===== src/wrt_pkg.sv =====
// Constants shared by the wake-up rollover timer
package wrt_pkg;

    localparam int unsigned WRT_DATA_W = 32;
    localparam int unsigned WRT_ADDR_W = 8;
    localparam int unsigned WRT_COUNT_W = 8;

    // ------------------------------------------------------------------
    // Register offsets (byte addresses)
    // ------------------------------------------------------------------
    localparam logic [7:0] WRT_OFS_COUNT = 8'h00;
    localparam logic [7:0] WRT_OFS_CONFIG = 8'h04;
    localparam logic [7:0] WRT_OFS_EXTCFG = 8'h08;
    localparam logic [7:0] WRT_OFS_STATUS = 8'h0c;
    localparam logic [7:0] WRT_OFS_MASK = 8'h10;

    // ------------------------------------------------------------------
    // Field positions
    // ------------------------------------------------------------------
    localparam int unsigned WRT_CFG_FLAG_BIT = 0;
    localparam int unsigned WRT_CFG_IE_BIT = 1;
    localparam int unsigned WRT_CFG_EN_BIT = 2;
    localparam int unsigned WRT_EXTCFG_SSTEP_BIT = 4;
    localparam int unsigned WRT_EXTCFG_OVS_BIT = 5;
    localparam int unsigned WRT_ST_OVF_BIT = 0;
    localparam int unsigned WRT_ST_REPEND_BIT = 1;
    localparam int unsigned WRT_IRQ_W = 2;

    // ------------------------------------------------------------------
    // Reset values and timing
    // ------------------------------------------------------------------
    localparam logic [7:0] WRT_COUNT_RST = 8'h00;
    localparam logic [7:0] WRT_COUNT_MAX = 8'hff;
    localparam logic [1:0] WRT_IRQ_RST = 2'h0;
    localparam int unsigned WRT_PIN_SYNC_STAGES = 2;
    localparam int unsigned WRT_OVF_DELAY_STAGES = 3;

endpackage : wrt_pkg


===== src/wrt_timer.sv =====
// Wake-up rollover timer with APB register access
`timescale 1ns/1ns
module wrt_timer #(
    parameter int unsigned OVF_DELAY = wrt_pkg::WRT_OVF_DELAY_STAGES
) (
    input wire logic pclk,
    input wire logic presetn,
    input wire logic psel,
    input wire logic penable,
    input wire logic pwrite,
    input wire logic [7:0] paddr,
    input wire logic [31:0] pwdata,
    input wire logic [3:0] pstrb,
    output logic [31:0] prdata,
    output logic pready,
    output logic pslverr,
    input wire logic wake_ext_clock,
    output logic wake_irq_request,
    output logic wake_single_step_ctrl,
    output logic irq
);

    typedef struct packed {
        logic [7:0] count;
        logic flag;
        logic irq_enable;
        logic run_enable;
        logic oversample;
        logic single_step;
        logic [1:0] status;
        logic [1:0] mask;
        logic clk_prev;
        logic gate_prev;
        logic [31:0] rdata;
        logic slverr;
    } wrt_state_s;

    wrt_state_s st_ff;
    wrt_state_s nxt_st;

    logic ext_clk_sync;
    logic ovf_now;
    logic ovf_delayed;
    logic ovf_direct;
    logic setup;
    logic wr_access;
    logic rd_setup;
    logic mapped;
    logic tick;
    logic gate;
    logic [31:0] rd_mux;

    // ------------------------------------------------------------------
    // External clock capture
    // ------------------------------------------------------------------
    // The pin is asynchronous; two flops before any edge detection
    wrt_sync #(
        .STAGES(wrt_pkg::WRT_PIN_SYNC_STAGES)
    ) u_clk_sync (
        .pclk(pclk),
        .presetn(presetn),
        .d(wake_ext_clock),
        .q(ext_clk_sync)
    );

    // Rollover path used when the clock is not oversampled
    wrt_sync #(
        .STAGES(OVF_DELAY)
    ) u_ovf_delay (
        .pclk(pclk),
        .presetn(presetn),
        .d(ovf_direct),
        .q(ovf_delayed)
    );

    // ------------------------------------------------------------------
    // Bus decode
    // ------------------------------------------------------------------
    assign setup = psel & ~penable;
    assign rd_setup = setup & ~pwrite;
    assign wr_access = psel & penable & pwrite & ~st_ff.slverr;
    assign pready = psel & penable;
    assign prdata = st_ff.rdata;
    assign pslverr = st_ff.slverr & psel & penable;

    always_comb begin
        unique case (paddr)
            wrt_pkg::WRT_OFS_COUNT,
            wrt_pkg::WRT_OFS_CONFIG,
            wrt_pkg::WRT_OFS_EXTCFG,
            wrt_pkg::WRT_OFS_STATUS,
            wrt_pkg::WRT_OFS_MASK: mapped = 1'b1;
            default: mapped = 1'b0;
        endcase
    end

    // Count edge: a rising edge of the synchronised external clock
    assign tick = ext_clk_sync & ~st_ff.clk_prev;
    assign ovf_now = tick & (st_ff.count == wrt_pkg::WRT_COUNT_MAX);
    // Direct mode reports rollovers late through the delay line
    assign ovf_direct = ovf_now & ~st_ff.oversample;
    assign gate = st_ff.irq_enable & st_ff.run_enable;

    always_comb begin
        rd_mux = '0;
        unique case (paddr)
            wrt_pkg::WRT_OFS_COUNT: begin
                rd_mux[wrt_pkg::WRT_COUNT_W-1:0] = st_ff.count;
            end
            wrt_pkg::WRT_OFS_CONFIG: begin
                rd_mux[wrt_pkg::WRT_CFG_FLAG_BIT] = st_ff.flag;
                rd_mux[wrt_pkg::WRT_CFG_IE_BIT] = st_ff.irq_enable;
                rd_mux[wrt_pkg::WRT_CFG_EN_BIT] = st_ff.run_enable;
            end
            wrt_pkg::WRT_OFS_EXTCFG: begin
                rd_mux[wrt_pkg::WRT_EXTCFG_SSTEP_BIT] = st_ff.single_step;
                rd_mux[wrt_pkg::WRT_EXTCFG_OVS_BIT] = st_ff.oversample;
            end
            wrt_pkg::WRT_OFS_STATUS: begin
                rd_mux[wrt_pkg::WRT_IRQ_W-1:0] = st_ff.status;
            end
            wrt_pkg::WRT_OFS_MASK: begin
                rd_mux[wrt_pkg::WRT_IRQ_W-1:0] = st_ff.mask;
            end
            default: rd_mux = '0;
        endcase
    end

    // ------------------------------------------------------------------
    // Next state
    // ------------------------------------------------------------------
    always_comb begin
        logic ovf_set;
        logic repend;
        ovf_set = 1'b0;
        repend = 1'b0;
        nxt_st = st_ff;
        nxt_st.clk_prev = ext_clk_sync;
        nxt_st.gate_prev = gate;

        // Read data captured in setup so it holds through the access
        if (setup) begin
            nxt_st.slverr = ~mapped;
            nxt_st.rdata = rd_setup ? rd_mux : '0;
        end

        // Counter free-runs; software write wins over a tick
        if (tick) begin
            nxt_st.count = st_ff.count + 8'h01;
        end
        if (wr_access && paddr == wrt_pkg::WRT_OFS_COUNT && pstrb[0]) begin
            nxt_st.count = pwdata[wrt_pkg::WRT_COUNT_W-1:0];
        end

        if (wr_access && paddr == wrt_pkg::WRT_OFS_CONFIG && pstrb[0]) begin
            nxt_st.irq_enable = pwdata[wrt_pkg::WRT_CFG_IE_BIT];
            nxt_st.run_enable = pwdata[wrt_pkg::WRT_CFG_EN_BIT];
            // Writing one clears the flag
            if (pwdata[wrt_pkg::WRT_CFG_FLAG_BIT]) begin
                nxt_st.flag = 1'b0;
            end
        end
        if (wr_access && paddr == wrt_pkg::WRT_OFS_EXTCFG && pstrb[0]) begin
            nxt_st.single_step = pwdata[wrt_pkg::WRT_EXTCFG_SSTEP_BIT];
            nxt_st.oversample = pwdata[wrt_pkg::WRT_EXTCFG_OVS_BIT];
        end

        // Oversampled rollover is seen at once, direct one three cycles on
        ovf_set = st_ff.oversample ? ovf_now : ovf_delayed;
        // Set after clear so a rollover in the clear cycle is kept
        if (ovf_set) begin
            nxt_st.flag = 1'b1;
        end

        // Gate dropping with the flag still up counts as a fresh event
        repend = st_ff.gate_prev & ~gate & st_ff.flag;

        if (wr_access && paddr == wrt_pkg::WRT_OFS_STATUS && pstrb[0]) begin
            nxt_st.status = st_ff.status & ~pwdata[wrt_pkg::WRT_IRQ_W-1:0];
        end
        if (wr_access && paddr == wrt_pkg::WRT_OFS_MASK && pstrb[0]) begin
            nxt_st.mask = pwdata[wrt_pkg::WRT_IRQ_W-1:0];
        end
        if (ovf_set) begin
            nxt_st.status[wrt_pkg::WRT_ST_OVF_BIT] = 1'b1;
        end
        if (repend) begin
            nxt_st.status[wrt_pkg::WRT_ST_REPEND_BIT] = 1'b1;
        end
    end

    always_ff @(posedge pclk or negedge presetn) begin
        if (!presetn) begin
            st_ff <= '0;
        end else begin
            st_ff <= nxt_st;
        end
    end

    // ------------------------------------------------------------------
    // Outputs
    // ------------------------------------------------------------------
    // Level request also serves as the oscillator-off wake source
    assign wake_irq_request = st_ff.flag & gate;
    assign wake_single_step_ctrl = st_ff.single_step;
    assign irq = |(st_ff.status & st_ff.mask);

endmodule : wrt_timer


===== src/wrt_sync.sv =====
// Shift-register synchroniser / fixed delay line, one bit wide
`timescale 1ns/1ns
module wrt_sync #(
    parameter int unsigned STAGES = 2
) (
    input wire logic pclk,
    input wire logic presetn,
    input wire logic d,
    output logic q
);

    typedef struct packed {
        logic [STAGES-1:0] chain;
    } wrt_sync_s;

    wrt_sync_s st_ff;
    wrt_sync_s nxt_st;

    // Only the next stage reads each stage, so the first one may settle
    always_comb begin
        nxt_st = st_ff;
        nxt_st.chain = {st_ff.chain[STAGES-2:0], d};
    end

    always_ff @(posedge pclk or negedge presetn) begin
        if (!presetn) begin
            st_ff <= '0;
        end else begin
            st_ff <= nxt_st;
        end
    end

    assign q = st_ff.chain[STAGES-1];

endmodule : wrt_sync


===== config.mk =====
export PLATFORM = sky130hd
export DESIGN_NAME = wrt_timer
export DESIGN_NICKNAME = d
export VERILOG_FILES = /design/src/wrt_pkg.sv /design/src/wrt_timer.sv /design/src/wrt_sync.sv
export SDC_FILE = /design/constraint.sdc
export NUM_CORES = 1
export LEC_CHECK = 0
export BUFFER_PORTS_ARGS = -buffer_cell sky130_fd_sc_hd__buf_2
export CAP_MARGIN = 20
export CELL_PAD_IN_SITES_DETAIL_PLACEMENT = 0
export CELL_PAD_IN_SITES_GLOBAL_PLACEMENT = 2
export CORE_UTILIZATION = 27
export DETAILED_ROUTE_END_ITERATION = 12
export GPL_TIMING_DRIVEN = 1
export PLACE_DENSITY_LB_ADDON = 0.1
export SLEW_MARGIN = 20
export SYNTH_ARGS = -nofsm -noshare
export SYNTH_HDL_FRONTEND = slang
export SYNTH_SLANG_ARGS = --single-unit

===== constraint.sdc =====
create_clock -name pclk -period 1.5 [get_ports pclk]
set_input_delay 0.3 -clock pclk [delete_from_list [all_inputs] [get_ports pclk]]
set_output_delay 0.3 -clock pclk [all_outputs]
set_load 0.01 [all_outputs]

Yosys cells after proc, flatten, opt, wreduce, memory -nomap -nowiden
Cells that the tools add are included.
{"block": "totals", "in_bits": 50, "elab_cells": 80, "regBits": 57, "out_inout_bits": 37}
{"block": "classes", "n_mux": 16, "bitwise": 24, "n_reduce_logical": 19, "n_addsub": 1, "n_eq_ne": 5}
{"op": "2-to-1 mux 8 bit", "count": 3}
{"op": "equality test 8 x 4 -> 1 bit, second input constant", "count": 2}
{"op": "AND 1 bit", "count": 14}
{"op": "logical AND 1 bit", "count": 10}
{"op": "nonzero test 2 bit", "count": 5}
{"op": "adder 8 x 1 -> 8 bit, second input constant", "count": 1}
{"op": "equality test 8 x 3 -> 1 bit, second input constant", "count": 1}
{"op": "equality test 8 x 5 -> 1 bit, second input constant", "count": 1}
{"op": "equality test 8 bit, second input constant", "count": 1}
{"op": "zero test 8 bit", "count": 1}
{"op": "one-hot mux 2 bit (4 select lines)", "count": 1}
{"op": "2-to-1 mux 1 bit", "count": 7}
{"op": "NOT 1 bit", "count": 7}
{"op": "OR reduction 5 bit", "count": 1}
{"op": "AND 2 bit", "count": 2}
{"op": "2-to-1 mux 2 bit", "count": 2}
{"op": "one-hot mux 2 bit (2 select lines)", "count": 1}
{"op": "2-to-1 mux 3 bit", "count": 1}
{"op": "NOT 2 bit", "count": 1}
{"op": "one-hot mux 1 bit (2 select lines)", "count": 1}
{"op": "AND reduction 2 bit", "count": 1}
{"op": "OR reduction 2 bit", "count": 1}

Longest topological paths before layout
{"block": "depth", "word_depth": 7, "ltp_mapped": 5, "ltp_nobuf": 5}

Hierarchy
From an unflattened synthesis, not the netlist that was laid out.
{"block": "unflattened", "hier_cells": 166, "area_unflattened_um2": 1895.6}
{"mod": "wrt_timer", "instances": 1, "seq_area_each_um2": 700.7, "cells_per_inst": 161, "area_each_um2": 1770.4}
{"mod": "wrt_sync (u_ovf_delay)", "instances": 1, "seq_area_each_um2": 75.1, "cells_per_inst": 3, "area_each_um2": 75.1}
{"mod": "wrt_sync (u_clk_sync)", "instances": 1, "seq_area_each_um2": 50.0, "cells_per_inst": 2, "area_each_um2": 50.0}

Least setup slack after synthesis
OpenSTA, ideal clock, no wires.
{"block": "synth_timing", "path_type": "input to register", "startpoint": "input port paddr[1]", "endpoint": "register st_ff[41] (netlist bit)", "path_stages": 4, "required_time_ns": 1.375, "t_arrival_ns": 1.591, "path_slack_ns": -0.215, "setup_ns": 0.125, "n_path_buf": 0, "cell_sequence": "or4_4 > nor3_4 > nand4_1 > mux2_2"}
{"block": "synth_via", "elab_chain_len": 3}
{"element": "from (decl)", "line": "wrt_timer.sv:11", "rtl": "input wire logic [7:0] paddr,"}
{"element": "equality test 8 x 3 -> 1 bit", "line": "wrt_timer.sv:155", "rtl": "if (wr_access && paddr == wrt_pkg::WRT_OFS_CONFIG && pstrb[0]) begin"}
{"element": "logical AND 1 bit (2 in series)", "line": "wrt_timer.sv:155"}
{"element": "to (signal assigned)", "line": "wrt_timer.sv:196", "rtl": "st_ff <= nxt_st;"}
{"element": "to (decl)", "line": "wrt_timer.sv:38", "rtl": "wrt_state_s st_ff;"}
No other way between the ends.
A chain may end at the register's enable or synchronous reset.

Worst setup path after layout
{"block": "layout_timing", "startpoint": "input port paddr[6]", "endpoint": "register st_ff[50] (netlist bit)"}
{"block": "layout_via", "elab_chain_len": 4, "word_cells_on_any_way": 5, "cone_classes": "mux: 1; reduce/logical: 4"}
{"element": "zero test 8 bit *", "line": "wrt_timer.sv:151", "rtl": "if (wr_access && paddr == wrt_pkg::WRT_OFS_COUNT && pstrb[0]) begin"}
{"element": "logical AND 1 bit * (2 in series)", "line": "wrt_timer.sv:151"}
{"element": "2-to-1 mux 8 bit or nonzero test 2 bit (tied branches)"}
Mark *: on every way between the ends. The rest lies on a longest branch, timed or not.

==> results.toml <==
[status]
outcome = "complete, but fails checks"
failed_checks = "DRC, setup timing"

[timing]
min_period_ps = 1560
max_freq_ghz = 0.640
rsz0062_at_grt = "true"
finalHoldViolCount = 0
skew_ps = 11.2
hold_ws_ps = 117
finalCritPeriodShare_pct = 104
final-max-slew-violation-count = 0
setup_violations = 11
setup_slack_ps = -63.4

[setup_path]
cp.arrival_ps = 1730
crit_start = "paddr[6]"
r2r-end = "st_ff[42]$_DFFE_PN0P_"
crit-reg2reg-launch = "st_ff[0]$_DFFE_PN0P_"
crit_fanout = 8
required_ps = 1670
critical_path.startpoint_type = "input port"
rrSetupSlack_ps = 20
r2r_cells = 3
path_class = "in2reg"
cp-end-kind = "register"

[power_and_ir_drop]
powerDensity_nw_per_um2 = 1080
p_total_mw = 2.40
peakVddDrop_mv = 0.482
p_leak_nw = 1.15

[logic_synthesis]
muxShareOfSynthArea_pct = 11.4
synth_cell_types = 36
syn_area_um2 = 1830
synth_xor_xnor_area_share_pct = 3.34
synth-seq-cells = 33
yosys.area.top_type = "dfrtp_1"
synth_top_area_share_pct = 45.0
synth-main-ff-cell = "dfrtp_1"
synthTopCellsByArea = "dfrtp_1 45%, buf_4 13%, mux2_2 9.2%"
synthAdderAreaFrac_pct = 0.682
ys_warn_count = 0
synthSimpleGateAreaFrac_pct = 16.8
async_reset_ff_share_pct = 100
syn_inst = 169
avgSynthCellArea_um2 = 10.9
synth_top_family_by_area = "simple AND/OR/NAND/NOR gates"
yosysSeqAreaShare_pct = 45.0
synth-edff-count = 0
synth_compound_area_share_pct = 8.32

[placement]
dp_hpwl_um = 3350
io_buffers = 35
dpl.cell_count = 283
place.gp.congestion = 0.739

[final_layout]
fillers = 668
drive_above_1_share_pct = 35.5
n_antenna_cell = 0
final_util_pct = 34.5
fin_cells = 294
fin_nets = 267
seq_area_um2 = 826
areaGrowthSynthToFinish_pct = 21.4
multi_input_area_um2 = 851

[grt]
grt_usage_pct = 12.8
grt_pass1_vias = 1356
grt_first_pass_wirelength_um = 6930
grt_max_degree = 20
antenna_found_initial = 0
grt_overflow_total = 0

[detailed_routing]
firstDrtPassIters = 8
via_count = 1372
routed_wl_um = 4300
first_iter_violations = 123
vias_per_cell = 4.67
wl_per_cell_um = 14.6
ant_nets = 0
drcViolationCount = 16

[floorplan]
fp-row-count = 29
ios = 87
coreArea_um2 = 6460
die_w_um = 84.4
die_h_um = 84.4
die_area_um2 = 7130
start_util_pct = 28.4

[worst_hold_path]
whs_endpoint = "u_clk_sync.st_ff[0]$_DFF_PN0_"
hp-class = "in2reg"
min-delay-start = "wake_ext_clock"
hold_depth = 1

[job]
drv_cap = 0

[clock_tree]
clk_latency_ps = 280
cts_inserted_buffers = 5
htree_levels = 2
root_buffer = "clkbuf_8"
cts_tree = "yes"
clk_pin_slew_ps = 70
clock_path_buffers = 2
cts_num_sinks = 33
## synthesized netlist by cell type, types with 3 or more instances
cell and instances:
a21o_1 3, a22o_1 6, a32oi_1 4, and2_1 3, and3_1 4, buf_4 32, dfrtp_1 33, mux2_2 15
mux2i_1 4, nand2_1 13, nand3_1 5, nand4_1 5, nor2_1 5, nor2b_1 3, o21ai_0 4, xnor2_1 6
## repair_timing
| item | 4_1_cts | 5_1_grt |
|---|---|---|
| gates cloned | 0 | 0 |
| pin swaps | 3 | 0 |
| buffers inserted | 2 | 0 |
| endpoints found under the setup margin | 17 | 13 |
| hold buffers | 1 | 0 |
| resized for setup | 4 | 2 |
| endpoints found under the hold margin | 14 | 0 |
## power breakdown
group	leakage, nW	total (mW)	switching, mW	internal, mW
combinational	0.651	0.482	0.227	0.255
sequential	0.437	1.04	0.0709	0.973
clock	0.0585	0.870	0.328	0.542
## logic make-up after synthesis
logic type	Yosys count
AND/OR/NAND/NOR	51
buffers and inverters	37
flip-flops	33
AO/OA/AOI/OAI	20
multiplexers	19
XOR/XNOR	7
adder cells (fa/ha/maj)	1
other	1
## critical path, cell delays in order
cell,delay [ps]
buf_6,90
or4_4,540
nor3_4,200
buf_4,160
nand3_4,120
mux2_2,310
## layout make-up
| type | count | area share, % |
|---|---|---|
| inverters | 2 | 0.337 |
| multi-input cells | 122 | 38.2 |
| clock inverters | 1 | 1.35 |
| flip-flops and latches | 33 | 37.1 |
| clock buffers | 7 | 3.88 |
| well taps | 77 | 4.33 |
| repair buffers | 52 | 14.8 |
## cells in the final DEF, fill, tap and decap left out, types with 2 or more instances in the layout
master and n:
nor4_1 2, mux2_2 12, nor2_1 5, buf_2 33, mux2i_1 4, nand4_1 5, a21o_1 3, and3_1 4
xnor2_1 6, inv_1 2, nand3_1 4, clkbuf_8 6, dfrtp_1 33, o21ai_0 4, nand2_1 13, and2_1 3
buf_4 15, a22o_1 6, a32oi_1 4, conb_1 24, nor2b_1 3, buf_6 2, mux2_4 3, and4b_1 2
## flip-flops by register name, indices dropped and copies added (netlist names)
signal and count:
st_ff 19, u_ovf_delay.st_ff 3, wake_single_step_ctrl 1, prdata 8, u_clk_sync.st_ff 2
## worst max-delay path by stage
| stage | to | cells past startpoint |
|---|---|---|
| after floorplan | st_ff[41]$_DFFE_PN0P_ | 4 |
| after global placement | st_ff[41]$_DFFE_PN0P_ | 5 |
| after detailed placement | st_ff[42]$_DFFE_PN0P_ | 5 |
| after CTS | st_ff[50]$_DFFE_PN0P_ | 6 |
| after global routing | st_ff[46]$_DFFE_PN0P_ | 6 |
| final | st_ff[50]$_DFFE_PN0P_ | 6 |
## metrics by stage
step           setup TNS (ps)  setup slack, ps  area [um2]
3_5_place_dp            -6840             -436        2060
4_1_cts                  -423            -55.8        2220
6_report                 -552            -63.4        2230
5_1_grt                 -1100             -109        2230
3_3_place_gp            -6190             -415        2060
2_1_floorplan           -2930             -214        1920
## per-layer routing
metal	share of wire (%)	global-route usage (%)	up-vias
met4	2.3	5.39	0
met5	0	0	-
li1	-	-	642
met1	45	16.8	667
met3	5.5	3.64	11
met2	47	19.8	52
No activity file was read; power rests on OpenSTA's default activity.
